===== src/logic/capture_pkg.sv =====
/*
  constants for the two-group capture control block: register offsets,
  field positions inside each channel byte, reset values.
  assumes a 9-bit byte address with the top bit choosing the group.

// Overview of operation
// - falling edge on channel 3 stores counter in fall latch, sets bit 23
// - rising edge on channel 3 stores counter in rise latch, sets bit 22
// - latched indicators clear when written value equals clear polarity select
// - rise irq enable bit 17 lets a rising edge set flag bit 20
// - fall irq enable bit 18 lets a falling edge set flag bit 20
// - capture irq flag clears only on write of 1, zero leaves it
// - capture enable bit 19 high lets edges update both latch registers
// - capture enable low blocks latch updates and the capture interrupt
// - control register at offset 0x54, resets zero, ch3 bits 23..16, ch2 7..0
// - two independent copies, group A and group B, each at own base
// - inverter bit high inverts pin before edge detection, low passes through
// - channel 2 mirrors channel 3 in bits 7..0 with same field order
*/
package capture_pkg;
    // bus geometry
    localparam int          ADDR_W        = 9;
    localparam int          OFF_W         = 8;
    localparam int          GROUP_SEL_BIT = 8;
    localparam int          DATA_W        = 32;
    localparam int          CHANS         = 2;
    localparam int          FIELD_W       = 8;
    localparam int          CH_STRIDE     = 16;
    localparam int          STAT_W        = 4;

    // group bases
    localparam logic [ADDR_W-1:0] GROUP_A_BASE = 9'h000;
    localparam logic [ADDR_W-1:0] GROUP_B_BASE = 9'h100;

    // register offsets inside a group
    localparam logic [OFF_W-1:0] CTRL_OFF      = 8'h54;
    localparam logic [OFF_W-1:0] RISE_C2_OFF   = 8'h58;
    localparam logic [OFF_W-1:0] FALL_C2_OFF   = 8'h5C;
    localparam logic [OFF_W-1:0] RISE_C3_OFF   = 8'h60;
    localparam logic [OFF_W-1:0] FALL_C3_OFF   = 8'h64;
    localparam logic [OFF_W-1:0] STATUS_OFF    = 8'h68;
    localparam logic [OFF_W-1:0] MASK_OFF      = 8'h6C;

    // field positions inside one channel byte
    localparam int          INV_BIT       = 0;
    localparam int          RISE_IE_BIT   = 1;
    localparam int          FALL_IE_BIT   = 2;
    localparam int          EN_BIT        = 3;
    localparam int          IRQF_BIT      = 4;
    localparam int          RISE_IND_BIT  = 6;
    localparam int          FALL_IND_BIT  = 7;
    localparam int          CFG_W         = 4;

    // reset values
    localparam logic [FIELD_W-1:0] FIELD_RESET = 8'h00;
    localparam logic [STAT_W-1:0]  STAT_RESET  = 4'h0;
    localparam logic [DATA_W-1:0]  RDATA_RESET = 32'h0000_0000;
endpackage


===== src/logic/capture_if.sv =====
/*
  bundle between the control logic and one capture channel.
  assumes both ends share the pwm group clock.
*/
interface capture_if #(
    parameter int CNT_W = 16
);
    logic             pin;
    logic             invert;
    logic             enable;
    logic [CNT_W-1:0] count;
    logic             rise_cap;
    logic             fall_cap;
    logic [CNT_W-1:0] rise_value;
    logic [CNT_W-1:0] fall_value;

    modport ctl  (output pin, output invert, output enable, output count,
                  input rise_cap, input fall_cap, input rise_value, input fall_value);
    modport chan (input pin, input invert, input enable, input count,
                  output rise_cap, output fall_cap, output rise_value, output fall_value);
endinterface


===== src/logic/capture_channel.sv =====
/*
  one capture channel: optional inversion, edge detection and the two
  counter latches. assumes the pin is already synchronous to the clock.
*/
module capture_channel #(
    parameter int CNT_W = 16
) (
    // clock and reset
    input  wire logic clk_in,
    input  wire logic rst_n_in,
    // control side
    capture_if.chan   cap
);
    logic             prev_reg;
    logic [CNT_W-1:0] rise_reg;
    logic [CNT_W-1:0] fall_reg;
    logic             level;
    logic             rise_edge;
    logic             fall_edge;

    // toggling the inverter bit can itself look like an edge
    assign level     = cap.pin ^ cap.invert;
    assign rise_edge = level & ~prev_reg;
    assign fall_edge = ~level & prev_reg;

    // edges count only while capture is enabled
    assign cap.rise_cap   = rise_edge & cap.enable;
    assign cap.fall_cap   = fall_edge & cap.enable;
    assign cap.rise_value = rise_reg;
    assign cap.fall_value = fall_reg;

    // edge history keeps running while disabled so enabling sees no stale edge
    always_ff @(posedge clk_in) begin
        if (!rst_n_in) begin
            prev_reg <= 1'b0;
        end else begin
            prev_reg <= level;
        end
    end

    // counter latches
    always_ff @(posedge clk_in) begin
        if (!rst_n_in) begin
            rise_reg <= '0;
            fall_reg <= '0;
        end else begin
            if (cap.rise_cap) begin
                rise_reg <= cap.count;
            end
            if (cap.fall_cap) begin
                fall_reg <= cap.count;
            end
        end
    end
endmodule


===== src/logic/pwm_capture_top.sv =====
/*
  capture control for channels 2 and 3 of both pwm groups, with latch
  readback, sticky event status, event mask and interrupt outputs.
  assumes the down counters and capture pins come from the pwm groups
  and are synchronous to REF_CLK_IN; the bus master never overlaps strobes.
*/
module pwm_capture_top #(
    parameter int CNT_W  = 16,
    parameter int GROUPS = 2
) (
    // clock and reset
    input  wire logic                                          REF_CLK_IN,
    input  wire logic                                          NRST_IN,
    // register port
    input  wire logic [capture_pkg::ADDR_W-1:0]                ADDR_IN,
    input  wire logic [capture_pkg::DATA_W-1:0]                WDATA_IN,
    input  wire logic                                          WR_IN,
    input  wire logic                                          RD_IN,
    output logic      [capture_pkg::DATA_W-1:0]                RDATA_OUT,
    // pwm group side
    input  wire logic [GROUPS*capture_pkg::CHANS-1:0]          CAP_PIN_IN,
    input  wire logic [GROUPS*capture_pkg::CHANS*CNT_W-1:0]    CNT_IN,
    input  wire logic [GROUPS-1:0]                             CLR_POL_IN,
    // interrupts
    output logic      [GROUPS-1:0]                             CAP_IRQ_OUT,
    output logic                                               IRQ_OUT
);
    localparam int PAD_W = capture_pkg::DATA_W - CNT_W;
    localparam int MID_W = capture_pkg::CH_STRIDE - capture_pkg::FIELD_W;
    localparam int TOP_W = capture_pkg::DATA_W - capture_pkg::CH_STRIDE
                           - capture_pkg::FIELD_W;

    // address decode shared by both groups
    logic                              grp_sel;
    logic [capture_pkg::OFF_W-1:0]     offset;
    logic                              wr_ctrl_any;
    logic                              wr_mask_any;
    logic                              rd_stat_any;

    assign grp_sel     = ADDR_IN[capture_pkg::GROUP_SEL_BIT];
    assign offset      = ADDR_IN[capture_pkg::OFF_W-1:0];
    assign wr_ctrl_any = WR_IN & (offset == capture_pkg::CTRL_OFF);
    assign wr_mask_any = WR_IN & (offset == capture_pkg::MASK_OFF);
    assign rd_stat_any = RD_IN & (offset == capture_pkg::STATUS_OFF);

    // per-group views gathered for the read mux and the interrupt
    logic [capture_pkg::DATA_W-1:0]    grp_rdata [GROUPS];
    logic [GROUPS-1:0]                 grp_irq;
    logic [GROUPS-1:0]                 grp_cap_irq;

    genvar g;
    genvar c;
    generate
        for (g = 0; g < GROUPS; g++) begin : gen_group
            logic                             hit;
            logic                             wr_ctrl;
            logic                             wr_mask;
            logic                             rd_stat;
            logic [capture_pkg::FIELD_W-1:0]  field [capture_pkg::CHANS];
            logic [CNT_W-1:0]                 rise_val [capture_pkg::CHANS];
            logic [CNT_W-1:0]                 fall_val [capture_pkg::CHANS];
            logic [capture_pkg::CHANS-1:0]    rise_ev;
            logic [capture_pkg::CHANS-1:0]    fall_ev;
            logic [capture_pkg::CHANS-1:0]    irqf;
            logic [capture_pkg::STAT_W-1:0]   stat_reg;
            logic [capture_pkg::STAT_W-1:0]   stat_next;
            logic [capture_pkg::STAT_W-1:0]   stat_set;
            logic [capture_pkg::STAT_W-1:0]   mask_reg;
            logic [capture_pkg::DATA_W-1:0]   ctrl_word;

            // each group answers only at its own base
            assign hit     = (grp_sel == 1'(g));
            assign wr_ctrl = wr_ctrl_any & hit;
            assign wr_mask = wr_mask_any & hit;
            assign rd_stat = rd_stat_any & hit;

            for (c = 0; c < capture_pkg::CHANS; c++) begin : gen_chan
                localparam int K   = g * capture_pkg::CHANS + c;
                localparam int LSB = c * capture_pkg::CH_STRIDE;

                capture_if #(.CNT_W(CNT_W)) link ();

                logic [capture_pkg::FIELD_W-1:0] fld_reg;
                logic [capture_pkg::FIELD_W-1:0] fld_next;
                logic [capture_pkg::FIELD_W-1:0] wd;
                logic                            pol;
                logic                            clr_rise_ind;
                logic                            clr_fall_ind;
                logic                            clr_irqf;
                logic                            set_irqf;

                capture_channel #(
                    .CNT_W    (CNT_W)
                ) u_chan (
                    .clk_in   (REF_CLK_IN),
                    .rst_n_in (NRST_IN),
                    .cap      (link.chan)
                );

                // channel inputs from the pins and the control byte
                assign link.pin    = CAP_PIN_IN[K];
                assign link.count  = CNT_IN[K*CNT_W +: CNT_W];
                assign link.invert = fld_reg[capture_pkg::INV_BIT];
                assign link.enable = fld_reg[capture_pkg::EN_BIT];

                // write decode for this channel's byte
                assign wd  = WDATA_IN[LSB +: capture_pkg::FIELD_W];
                assign pol = CLR_POL_IN[g];
                assign clr_rise_ind = wr_ctrl & (wd[capture_pkg::RISE_IND_BIT] == pol);
                assign clr_fall_ind = wr_ctrl & (wd[capture_pkg::FALL_IND_BIT] == pol);
                assign clr_irqf     = wr_ctrl & wd[capture_pkg::IRQF_BIT];

                // rise_cap and fall_cap are already gated by the enable
                assign set_irqf = (link.rise_cap & fld_reg[capture_pkg::RISE_IE_BIT])
                                | (link.fall_cap & fld_reg[capture_pkg::FALL_IE_BIT]);

                // next value of the byte; a hardware set beats a software clear
                always_comb begin
                    fld_next = fld_reg;
                    if (wr_ctrl) begin
                        fld_next[capture_pkg::CFG_W-1:0] = wd[capture_pkg::CFG_W-1:0];
                    end
                    fld_next[capture_pkg::RISE_IND_BIT] = link.rise_cap
                        | (fld_reg[capture_pkg::RISE_IND_BIT] & ~clr_rise_ind);
                    fld_next[capture_pkg::FALL_IND_BIT] = link.fall_cap
                        | (fld_reg[capture_pkg::FALL_IND_BIT] & ~clr_fall_ind);
                    fld_next[capture_pkg::IRQF_BIT] = set_irqf
                        | (fld_reg[capture_pkg::IRQF_BIT] & ~clr_irqf);
                    fld_next[capture_pkg::IRQF_BIT+1] = 1'b0;    // reserved bit
                end

                // control byte register
                always_ff @(posedge REF_CLK_IN) begin
                    if (!NRST_IN) begin
                        fld_reg <= capture_pkg::FIELD_RESET;
                    end else begin
                        fld_reg <= fld_next;
                    end
                end

                // exports to the group level
                assign field[c]    = fld_reg;
                assign rise_val[c] = link.rise_value;
                assign fall_val[c] = link.fall_value;
                assign rise_ev[c]  = link.rise_cap;
                assign fall_ev[c]  = link.fall_cap;
                assign irqf[c]     = fld_reg[capture_pkg::IRQF_BIT];
            end

            // control word: channel 3 in the upper half, reserved bits zero
            assign ctrl_word = {{TOP_W{1'b0}}, field[1], {MID_W{1'b0}}, field[0]};

            // sticky events: rise2, fall2, rise3, fall3
            assign stat_set  = {fall_ev[1], rise_ev[1], fall_ev[0], rise_ev[0]};
            assign stat_next = stat_set | (stat_reg & ~{capture_pkg::STAT_W{rd_stat}});

            // status clears on read, an event in the read cycle survives
            always_ff @(posedge REF_CLK_IN) begin
                if (!NRST_IN) begin
                    stat_reg <= capture_pkg::STAT_RESET;
                end else begin
                    stat_reg <= stat_next;
                end
            end

            // event mask
            always_ff @(posedge REF_CLK_IN) begin
                if (!NRST_IN) begin
                    mask_reg <= capture_pkg::STAT_RESET;
                end else if (wr_mask) begin
                    mask_reg <= WDATA_IN[capture_pkg::STAT_W-1:0];
                end
            end

            // group read mux; unmapped offsets read as zero
            assign grp_rdata[g] =
                (offset == capture_pkg::CTRL_OFF)    ? ctrl_word :
                (offset == capture_pkg::RISE_C2_OFF) ? {{PAD_W{1'b0}}, rise_val[0]} :
                (offset == capture_pkg::FALL_C2_OFF) ? {{PAD_W{1'b0}}, fall_val[0]} :
                (offset == capture_pkg::RISE_C3_OFF) ? {{PAD_W{1'b0}}, rise_val[1]} :
                (offset == capture_pkg::FALL_C3_OFF) ? {{PAD_W{1'b0}}, fall_val[1]} :
                (offset == capture_pkg::STATUS_OFF)  ?
                    {{(capture_pkg::DATA_W-capture_pkg::STAT_W){1'b0}}, stat_reg} :
                (offset == capture_pkg::MASK_OFF)    ?
                    {{(capture_pkg::DATA_W-capture_pkg::STAT_W){1'b0}}, mask_reg} :
                capture_pkg::RDATA_RESET;

            assign grp_irq[g]     = |(stat_reg & mask_reg);
            assign grp_cap_irq[g] = |irqf;
        end
    endgenerate

    // read data stand only in the cycle after the strobe
    logic [capture_pkg::DATA_W-1:0] rdata_reg;
    logic [capture_pkg::DATA_W-1:0] rdata_next;

    assign rdata_next = RD_IN ? grp_rdata[grp_sel] : capture_pkg::RDATA_RESET;

    always_ff @(posedge REF_CLK_IN) begin
        if (!NRST_IN) begin
            rdata_reg <= capture_pkg::RDATA_RESET;
        end else begin
            rdata_reg <= rdata_next;
        end
    end

    // outputs
    assign RDATA_OUT   = rdata_reg;
    assign CAP_IRQ_OUT = grp_cap_irq;
    assign IRQ_OUT     = |grp_irq;
endmodule


===== config.mk =====
export PLATFORM = sky130hd
export DESIGN_NAME = pwm_capture_top
export DESIGN_NICKNAME = d
export VERILOG_FILES = /design/src/logic/capture_pkg.sv /design/src/logic/capture_if.sv /design/src/logic/capture_channel.sv /design/src/logic/pwm_capture_top.sv
export SDC_FILE = /design/constraint.sdc
export NUM_CORES = 1
export LEC_CHECK = 0
export BUFFER_PORTS_ARGS = -buffer_cell sky130_fd_sc_hd__buf_2
export CAP_MARGIN = 20
export CORE_ASPECT_RATIO = 0.8
export CORE_UTILIZATION = 60
export DETAILED_ROUTE_END_ITERATION = 6
export PLACE_DENSITY = 0.91
export SKIP_LAST_GASP = 1
export SLEW_MARGIN = 10
export SYNTH_ARGS = -nofsm -noshare
export SYNTH_HDL_FRONTEND = slang
export SYNTH_SLANG_ARGS = --single-unit

===== constraint.sdc =====
create_clock -name REF_CLK_IN -period 2.7 [get_ports REF_CLK_IN]
set_clock_uncertainty 0.2 [all_clocks]
set_input_delay 0.135 -clock REF_CLK_IN [delete_from_list [all_inputs] [get_ports REF_CLK_IN]]
set_output_delay 0.135 -clock REF_CLK_IN [all_outputs]
set_load 0.05 [all_outputs]

==> After elaboration in Yosys (flattened, before gate mapping) <==
Cells that the tools add are included.
{ "op_classes": {"order_cmp": 1, "mux": 17, "n_bitwise": 107, "n_reduce_logical": 4, "eq_ne": 15} }
{ "ops": {"columns": ["op", "count"], "rows": [
  ["16-bit two-way mux", 8],
  ["24-bit two-way mux", 3],
  ["32-bit two-way mux", 2],
  ["1-bit AND", 57],
  ["8-bit by 7-bit == test with 1-bit output, second input constant", 7],
  ["1-bit inverter", 21],
  ["4-bit AND", 4],
  ["4-bit two-way mux", 4],
  ["1-bit OR", 16],
  ["1-bit == test", 8],
  ["4-bit inverter", 2],
  ["4-bit OR", 2],
  ["8-bit OR reduction", 1],
  ["2-bit OR reduction", 2],
  ["1-bit XOR", 4],
  ["2-bit >= comparator, second input constant", 1],
  ["1-bit inverter with 2-bit output", 1],
  ["2-bit AND reduction", 1]
]} }
{ "word_totals": {"regBits": 212, "elab_cells": 173, "output_inout_bits": 35, "input_bits": 115} }

==> Logic depth before layout (Yosys ltp) <==
Gate-level depths: netlist of the first run.
{ "depth": {"word_depth": 11, "mapped_depth": 8, "mapped_depth_nobuf": 5} }

==> Modules after synthesis <==
Synthesis of the first run repeated with hierarchy kept, for this count alone.
{ "unflattened": {"cells_unflattened": 981, "hier_area_um2": 9275.1} }
{ "by_module_without_submodules": {"columns": ["mod", "seq_area_each_um2", "area_each_um2", "instances", "cells_each"], "rows": [
  ["capture_channel", 660.6, 1263.7, 4, 126],
  ["pwm_capture_top", 1341.3, 4220.3, 1, 477]
]} }

==> Worst setup path before layout of the first run <==
Ideal clock, no wire load.
{ "synth_path": {"path_type": "reg-to-reg", "from": "reg gen_group[0].gen_chan[0].fld_reg[0] (netlist name)", "to": "reg gen_group[0].gen_chan[0].u_chan.fall_reg[10]", "setup_ns": 0.076, "period_less_slack_ns": 1.799, "t_arrival_ns": 1.523, "slack_ns": 0.901, "stages_incl_launch_ff": 7, "t_required_ns": 2.424, "n_path_buf": 2, "cell_sequence": "dfxtp_1 -> xnor2_1 -> and3_1 -> clkbuf_1 -> clkbuf_1 -> nand2_1 -> a21boi_0"} }
{ "synth_between": {"elab_chain_len": 4} }
{ "synth_rtl": {"columns": ["element", "line", "source"], "rows": [
  ["start, declared", "pwm_capture_top.sv:83", "logic [capture_pkg::FIELD_W-1:0] fld_reg;"],
  ["start signal, assigned", "pwm_capture_top.sv:135", "fld_reg <= capture_pkg::FIELD_RESET;"],
  ["start signal, assigned", "pwm_capture_top.sv:137", "fld_reg <= fld_next;"],
  ["1-bit XOR", "capture_channel.sv:22", "assign level = cap.pin ^ cap.invert;"],
  ["1-bit inverter", "capture_channel.sv:24", "assign fall_edge = ~level & prev_reg;"],
  ["1-bit AND", "capture_channel.sv:24", null],
  ["1-bit AND", "capture_channel.sv:28", "assign cap.fall_cap = fall_edge & cap.enable;"],
  ["end signal, assigned", "capture_channel.sv:51", "fall_reg <= cap.count;"],
  ["end, declared", "capture_channel.sv:16", "logic [CNT_W-1:0] fall_reg;"]
]} }
No other way between the ends.
A chain may end at the register's enable or synchronous reset.

==> Final worst setup path of the first run <==
{ "layout_path": {"from": "in ADDR_IN[7] (netlist name)", "to": "reg rdata_reg, in the netlist RDATA_OUT[7]"} }
{ "layout_between": {"elab_chain_len": 9, "elab_cells_between_ends": 18, "cone_classes": "eq/ne: 5; mux: 13"} }
{ "layout_rtl": {"columns": ["element", "line", "source"], "rows": [
  ["start, declared", "pwm_capture_top.sv:15", "input wire logic [capture_pkg::ADDR_W-1:0] ADDR_IN,"],
  ["8-bit by 7-bit == test with 1-bit output", "pwm_capture_top.sv:181", "(offset == capture_pkg::FALL_C3_OFF) ? {{PAD_W{1'b0}}, fall_val[1]} :"],
  ["16-bit two-way mux", "pwm_capture_top.sv:181", null],
  ["16-bit two-way mux", "pwm_capture_top.sv:180", "(offset == capture_pkg::RISE_C3_OFF) ? {{PAD_W{1'b0}}, rise_val[1]} :"],
  ["16-bit two-way mux", "pwm_capture_top.sv:179", "(offset == capture_pkg::FALL_C2_OFF) ? {{PAD_W{1'b0}}, fall_val[0]} :"],
  ["16-bit two-way mux", "pwm_capture_top.sv:178", "(offset == capture_pkg::RISE_C2_OFF) ? {{PAD_W{1'b0}}, rise_val[0]} :"],
  ["24-bit two-way mux", "pwm_capture_top.sv:177", "(offset == capture_pkg::CTRL_OFF) ? ctrl_word :"],
  ["24-bit two-way mux (not written as such) (*)", "pwm_capture_top.sv:197", "assign rdata_next = RD_IN ? grp_rdata[grp_sel] : capture_pkg::RDATA_RESET;"],
  ["32-bit two-way mux (not written as such) (*) (2 in series)", "pwm_capture_top.sv:197", null],
  ["end signal, assigned", "pwm_capture_top.sv:201", "rdata_reg <= capture_pkg::RDATA_RESET;"],
  ["end signal, assigned", "pwm_capture_top.sv:203", "rdata_reg <= rdata_next;"],
  ["end, declared", "pwm_capture_top.sv:194", "logic [capture_pkg::DATA_W-1:0] rdata_reg;"]
]} }
Every way passes the cells marked *; elsewhere a longest branch is shown, timed or not. The select of a mux whose other input is x is not followed.

==> results by group, run 1 <==
Clocking
  – TritonCTS Buffers: 17
  – H-tree depth: 4
  – Clock slew at reported path FFs: 0.07 ns
  – Bufs on Longest Clock Path: 2
  – CTS resizes: 0
  – Skew-Pair Late Insertion Delay: 0.44 ns
  – CTS tree: built
  – Root Driver: clkbuf_16
  – CTS sink count: 199

Power
  – Lkg Pwr: 0.003986 µW
  – Seq pwr share: 0.494
  – NetSw: 1453 µW
  – Internal power: 4504 µW
  – Clock power share: 0.420
  – Sw Ratio: 0.2439
  – Worst VDD drop: 0.0004665 V
  – Logic pwr share: 0.085
  – Pwr dens: 526.8 nW/µm²

Global routing
  – First-pass GRT wire length: 44.44 mm
  – Global routing's busiest layer: met2
  – GRT Residual Overflow: 0
  – M3 GR Usage: 0.08447
  – Initial antenna violation count: 2
  – GR Layer Usage met2: 0.6017
  – Vias in the first global route: 8718
  – GR Util met1: 0.4539
  – GRT Util Overall: 0.3674
  – Largest net degree at the start of global routing: 121

Yosys
  – Post-synthesis xor/xnor area fraction: 0.01154
  – Area share of the largest cell type after synthesis: 0.4375
  – Post-synth top area cell: dfxtp_1
  – Post-synthesis mux area share: 0.04012
  – EDFF count, synth: 0
  – Post-synthesis cell count: 1063
  – Synth async-reset ratio: 0
  – Synth cell types: 72
  – Largest family of logic cells by synthesized area: compound AO/OA/AOI/OAI gates
  – Top area cells in the synthesized netlist: dfxtp_1 44%, nand2_1 13%, a21boi_0 13%, mux2i_1 2.9%, nor2b_1 2.5%
  – Post-synthesis compound-gate area fraction: 0.2377
  – Mapped Area: 9106 µm²
  – Count leader, synth: nand2_1
  – Synth warnings: 0
  – Flops & latches, synth: 199
  – Synth Flop Type: dfxtp_1
  – Post-synth top cells: 311 x nand2_1, 199 x dfxtp_1, 152 x a21boi_0
  – Adder-Cell Fraction of Synth Area: 0
  – Sequential share of the synthesized area: 0.4375
  – Simple-Gate Fraction of Synth Area: 0.2274
  – Mean Syn Cell Area: 8.567 µm²

Cells and area
  – Post-Layout Cell Count: 1451
  – Share of cells above drive strength 1: 0.1794
  – Post-layout util: 0.7777
  – Total Nets Final: 1367
  – Final instance area: 11310 µm²
  – Fill cells: 921
  – Area Overhead vs Synth: 24.18%

Placed design
  – Worst slack, placed: 0.4747 ns
  – Dpl cells: 1329
  – Port Buffers: 122
  – Dpl hpwl: 17.90 mm
  – Post-DP Area: 9849 µm²
  – RePlAce Congestion: 0.9719

Critical path
  – Flop-to-flop setup slack: 0.62 ns
  – Worst Path Max Fanout: 5
  – CP startpoint kind: input pin
  – Worst setup EP type: flip-flop
  – WS Path Type: input pin to flip-flop
  – FF-to-FF path depth: 5
  – WP data required: 2.82 ns
  – Crit path DAT: 2.41 ns
  – R2r endpoint: RDATA_OUT[0]

Detailed routing
  – Drt via density: 6.110
  – Pre-antenna DRT Iters: 6
  – DRT iter0 DRCs: 995
  – Residual DRC: 0
  – Via Count: 8865
  – Post-route ant nets: 0
  – Total Wirelength: 28.26 mm
  – Per-cell routed wire length: 19.48 µm

Floorplanning
  – Rows: 39
  – Top-Level Pins: 150
  – Initial Util: 0.6262
  – DIE WIDTH: 139.7 µm
  – Core ar.: 14540 µm²
  – Die Span Y: 112.2 µm
  – Die area: 15680 µm²

STA
  – Final worst slack: 0.4112 ns
  – Setup TNS: 0 ns
  – Fin crit share: 0.8477
  – Setup violations, final: 0
  – Worst-Margin Slew: 0.9918 ns
  – RSZ-0062 raised after global routing: false
  – F_max: 436.9 MHz
  – Final Hold Fails: 0
  – Fin crit period: 2.289 ns
  – Worst slew margin: 0.3388
  – Slew Limit Fails: 0

Hold path
  – Hold path start: WR_IN
  – Hold Path Sink: gen_group[1].gen_chan[0].fld_reg[3]
  – Worst hold-check path type: input pin to flip-flop
  – Hold Path Cell Cnt: 5

Run
  – Max-cap violations: 0

Outcome
  – Outcome: finished, final reports clean
[critical path, stage by stage]
cell           delay [ns]
dlygate4sd3_1        0.53
buf_2                0.15
or4bb_1              0.65
nor3_1               0.32
a22o_1               0.18
o21ai_1              0.06
a311oi_1             0.39
[metrics by stage]
step | total power [µW] | hold WS (ns)
finish | 5958 | 0.04766
floorplan | 3243 | 0.07991
global placement | 3395 | 0.1988
global route | 6120 | 0.08446
detailed placement | 3399 | 0.2062
CTS | 5943 | 0.03719
[cells by family (layout without fill, tap and decap cells)]
group | after synthesis | count (layout)
AOI/OAI and AO/OA | 296 | 296
xor gates and xnor gates | 12 | 12
muxes | 32 | 32
DFF | 199 | 199
buffers and inverters | 86 | 280
and+or+nand+nor | 437 | 437
other | 1 | 11
[power by group through the flow]
stage                     Clock (µW)  Sequential (µW)  Combinational [µW]
after floorplan                    0             3020                 224
final                           2510             2940                 509
after detailed placement           0             3010                 388
after global placement             0             3010                 384
after global routing            2640             2940                 532
after CTS                       2510             2940                 489
[cell type report]
type / instances / area (µm²) / area share
Inverter: 4 / 15.01 / 0.001328
Clock inverter: 12 / 116.4 / 0.01029
Clock buffer: 20 / 456.7 / 0.04039
Tap cell: 184 / 230.2 / 0.02036
Antenna cell: 2 / 5.005 / 0.0004426
Multi-Input combinational cell: 786 / 4740 / 0.4191
Timing Repair Buffer: 244 / 1762 / 0.1558
Sequential cell: 199 / 3984 / 0.3523
[metal layers]
metal,part of all wire,up-vias
li1,-,4059
met1,0.39,4174
met2,0.47,530
met3,0.098,102
met4,0.039,0
met5,0,-
[how the worst max path moves through the flow]
stage	startpoint	endpoint	slack, ns	cells after the start
after detailed placement	ADDR_IN[2]	gen_group[1].gen_chan[0].fld_reg[2]	0.47	7
after global placement	ADDR_IN[3]	RDATA_OUT[15]	0.50	7
final	ADDR_IN[7]	RDATA_OUT[7]	0.41	7
after global routing	ADDR_IN[7]	RDATA_OUT[7]	0.35	7
after floorplan	gen_group[0].gen_chan[0].fld_reg[0]	flip-flop	0.90	6
after CTS	ADDR_IN[7]	RDATA_OUT[7]	0.49	7
[layout by cell type (no fill, tap or decap), types with 6 or more instances in the layout]
cell           netlist  final
nand2_1            311    311
dfxtp_1            199    199
a21boi_0           152    152
buf_2               18    121
dlygate4sd3_1        0     88
nor2b_1             37     37
buf_4               14     34
a21oi_1             33     33
mux2i_1             26     26
o21ai_0             26     26
clkbuf_16            0     17
nand3_1             16     16
nor2_1              15     15
a211oi_1            12     12
a22oi_1             11     11
a221oi_1            11     11
conb_1               1      9
xor2_1               8      8
nor3_1               6      6
and3_1               6      6
[repair_timing]
item,CTS,global route
hold buffers,88,0
buffers inserted,0,0
hold endpoints to repair,170,0
No activity file was read; power rests on OpenSTA's default activity.
==> run 2: changes to the inputs <==
Settings changed: CORE_UTILIZATION 60 to 57, PLACE_DENSITY 0.91 to 0.88.
Clock period 2.7 ns to 2.2 ns, I/O delays scaled along.
==> run 2 against run 1 <==
  * Setup slack got worse by 0.37 ns
  * Largest power group unchanged
  * Design area increased by 1.3%
  * Register-to-register slack got worse by 0.47 ns
  * Via count about the same
  * Total power increased by 22%
  * Sequential share of layout area decreased by 0.46 points
  * Worst hold slack got worse by 0.037 ns
  * Highest routed layer unchanged
  * Critical path type unchanged
  * Flip-flop and latch count unchanged
  * First-iteration DRC count increased by 7.7%
==> results by group, run 2 (synthesis results as in run 1) <==
Outcome
  – Outcome: finished, final reports clean

Cells and area
  – Total Nets Final: 1381
  – Share of cells above drive strength 1: 0.1884
  – Commonest non-fill, non-tap cell in the layout: nand2_1
  – Commonest non-fill, non-tap cells in the layout: 311 x nand2_1, 199 x dfxtp_1, 152 x a21boi_0
  – Fill cells: 1115
  – Area Overhead vs Synth: 25.83%

Floorplanning
  – Initial Util: 0.5946
  – Core ar.: 15310 µm²
  – Die area: 16490 µm²
  – Top-Level Pins: 150
  – DIE WIDTH: 143.3 µm
  – Die Span Y: 115.1 µm
  – Rows: 40

Detailed routing
  – Via Count: 8857
  – Pre-antenna DRT Iters: 5
  – Residual DRC: 0
  – Drt via density: 5.944
  – DRT iter0 DRCs: 1072
  – Post-route ant nets: 0
  – Per-cell routed wire length: 18.75 µm
  – Total Wirelength: 27.94 mm

Power
  – Pwr dens: 634.7 nW/µm²
  – Worst VDD drop: 0.0004658 V
  – Lkg Pwr: 0.004072 µW
  – Total power: 7273 µW

Clocking
  – CTS sink count: 199
  – H-tree depth: 4
  – Root Driver: clkbuf_16
  – Skew-Pair Late Insertion Delay: 0.44 ns
  – CTS resizes: 0
  – Bufs on Longest Clock Path: 2
  – Post CTS Setup Buffer Count: 0
  – TritonCTS Buffers: 17
  – Clock slew at reported path FFs: 0.08 ns
  – CTS tree: built

Hold path
  – Hold Path Cell Cnt: 3
  – Worst hold-check path type: input pin to flip-flop
  – Hold path start: ADDR_IN[8]

Run
  – Max-cap violations: 0

Global routing
  – GR Layer Usage met2: 0.5844
  – GR Util met1: 0.4492
  – First-pass GRT wire length: 44.21 mm
  – M3 GR Usage: 0.08455
  – Largest net degree at the start of global routing: 177
  – Vias in the first global route: 8443
  – GRT Residual Overflow: 0
  – GRT Util Overall: 0.3528
  – Global routing's busiest layer: met2
  – Initial antenna violation count: 1

STA
  – RSZ-0062 raised after global routing: false
  – Setup violations, final: 0
  – Setup TNS: 0 ns
  – Worst slew margin: 0.5637
  – Final worst slack: 0.04047 ns
  – F_max: 463.1 MHz
  – Fin crit period: 2.160 ns
  – Slew Limit Fails: 0
  – Final Hold Fails: 0
  – Final hold slack: 0.01059 ns
  – Fin crit share: 0.9816
  – Worst-Margin Slew: 0.6545 ns

Placed design
  – RePlAce Congestion: 1.006
  – Dpl hpwl: 18.30 mm
  – Worst slack, placed: 0.1397 ns
  – Port Buffers: 122

Critical path
  – Worst setup startpoint: ADDR_IN[7]
  – WP data required: 2.35 ns
  – Critical-path cell list: dlygate4sd3_1 > buf_2 > or4bb_1 > nor3_1 > a22o_1 > o21ai_0 > a32oi_1
  – WS Path Type: input pin to flip-flop
  – Crit path DAT: 2.31 ns
  – Crit path largest cell delay: 0.61 ns
  – Worst Path Max Fanout: 5
  – CP startpoint kind: input pin
  – Slowest cell on crit path: or4bb_1
  – Worst setup EP type: flip-flop
  – FF-to-FF path depth: 5
## run 2: routing by layer
metal | wire length [µm] | vias to the layer above
met1 | 10850 | 4190
met4 | 717 | 0
met3 | 2997 | 74
met2 | 13370 | 505
li1 | - | 4088
met5 | 0 | -
## run 2: where the power goes
| group | total (µW) | internal (µW) | switching [µW] | leakage (µW) |
|---|---|---|---|---|
| logic | 630 | 296 | 334 | 0.00219 |
| registers | 3610 | 3610 | 6.44 | 0.00160 |
| clock network | 3030 | 1550 | 1480 | 0.000284 |
| total | 7270 | 5450 | 1830 | 0.00407 |
## run 2: final cells by class
| class | instances | area (µm²) | area share |
|---|---|---|---|
| multi-input cells | 786 | 4740 | 0.4136 |
| repair buffers | 258 | 1894 | 0.1653 |
| inverters | 4 | 15.01 | 0.001310 |
| clock inverters | 13 | 107.6 | 0.009391 |
| flip-flops and latches | 199 | 3984 | 0.3477 |
| clock buffers | 19 | 452.9 | 0.03953 |
| well taps | 210 | 262.8 | 0.02293 |
| diodes | 1 | 2.502 | 0.0002184 |
## run 2: per-stage QoR
step             util  std cells  cell area (µm²)
2_1_floorplan       -       1071             9136
3_3_place_gp   0.6533       1368            10000
3_5_place_dp   0.6533       1368            10000
4_1_cts        0.7480       1489            11460
5_1_grt        0.7482       1490            11460
6_report       0.7482       1490            11460
## run 2: critical path: cells and delay by family
| family | cells | cell delay (ns) |
|---|---|---|
| buffers and inverters | 2 | 0.68 |
| AOI/OAI and AO/OA | 3 | 0.59 |
| and+or+nand+nor | 2 | 0.92 |
## run 2: worst paths after layout
kind | end | slack [ns]
worst min-delay path | RDATA_OUT[20] | 0.01
worst max register to register | RDATA_OUT[0] | 0.15
worst min register to register | flip-flop | 0.27
worst max-delay path | RDATA_OUT[4] | 0.04
## run 2: repair_timing
item,CTS,global route
hold endpoints to repair,173,0
hold buffers,89,0
setup endpoints to repair,0,0
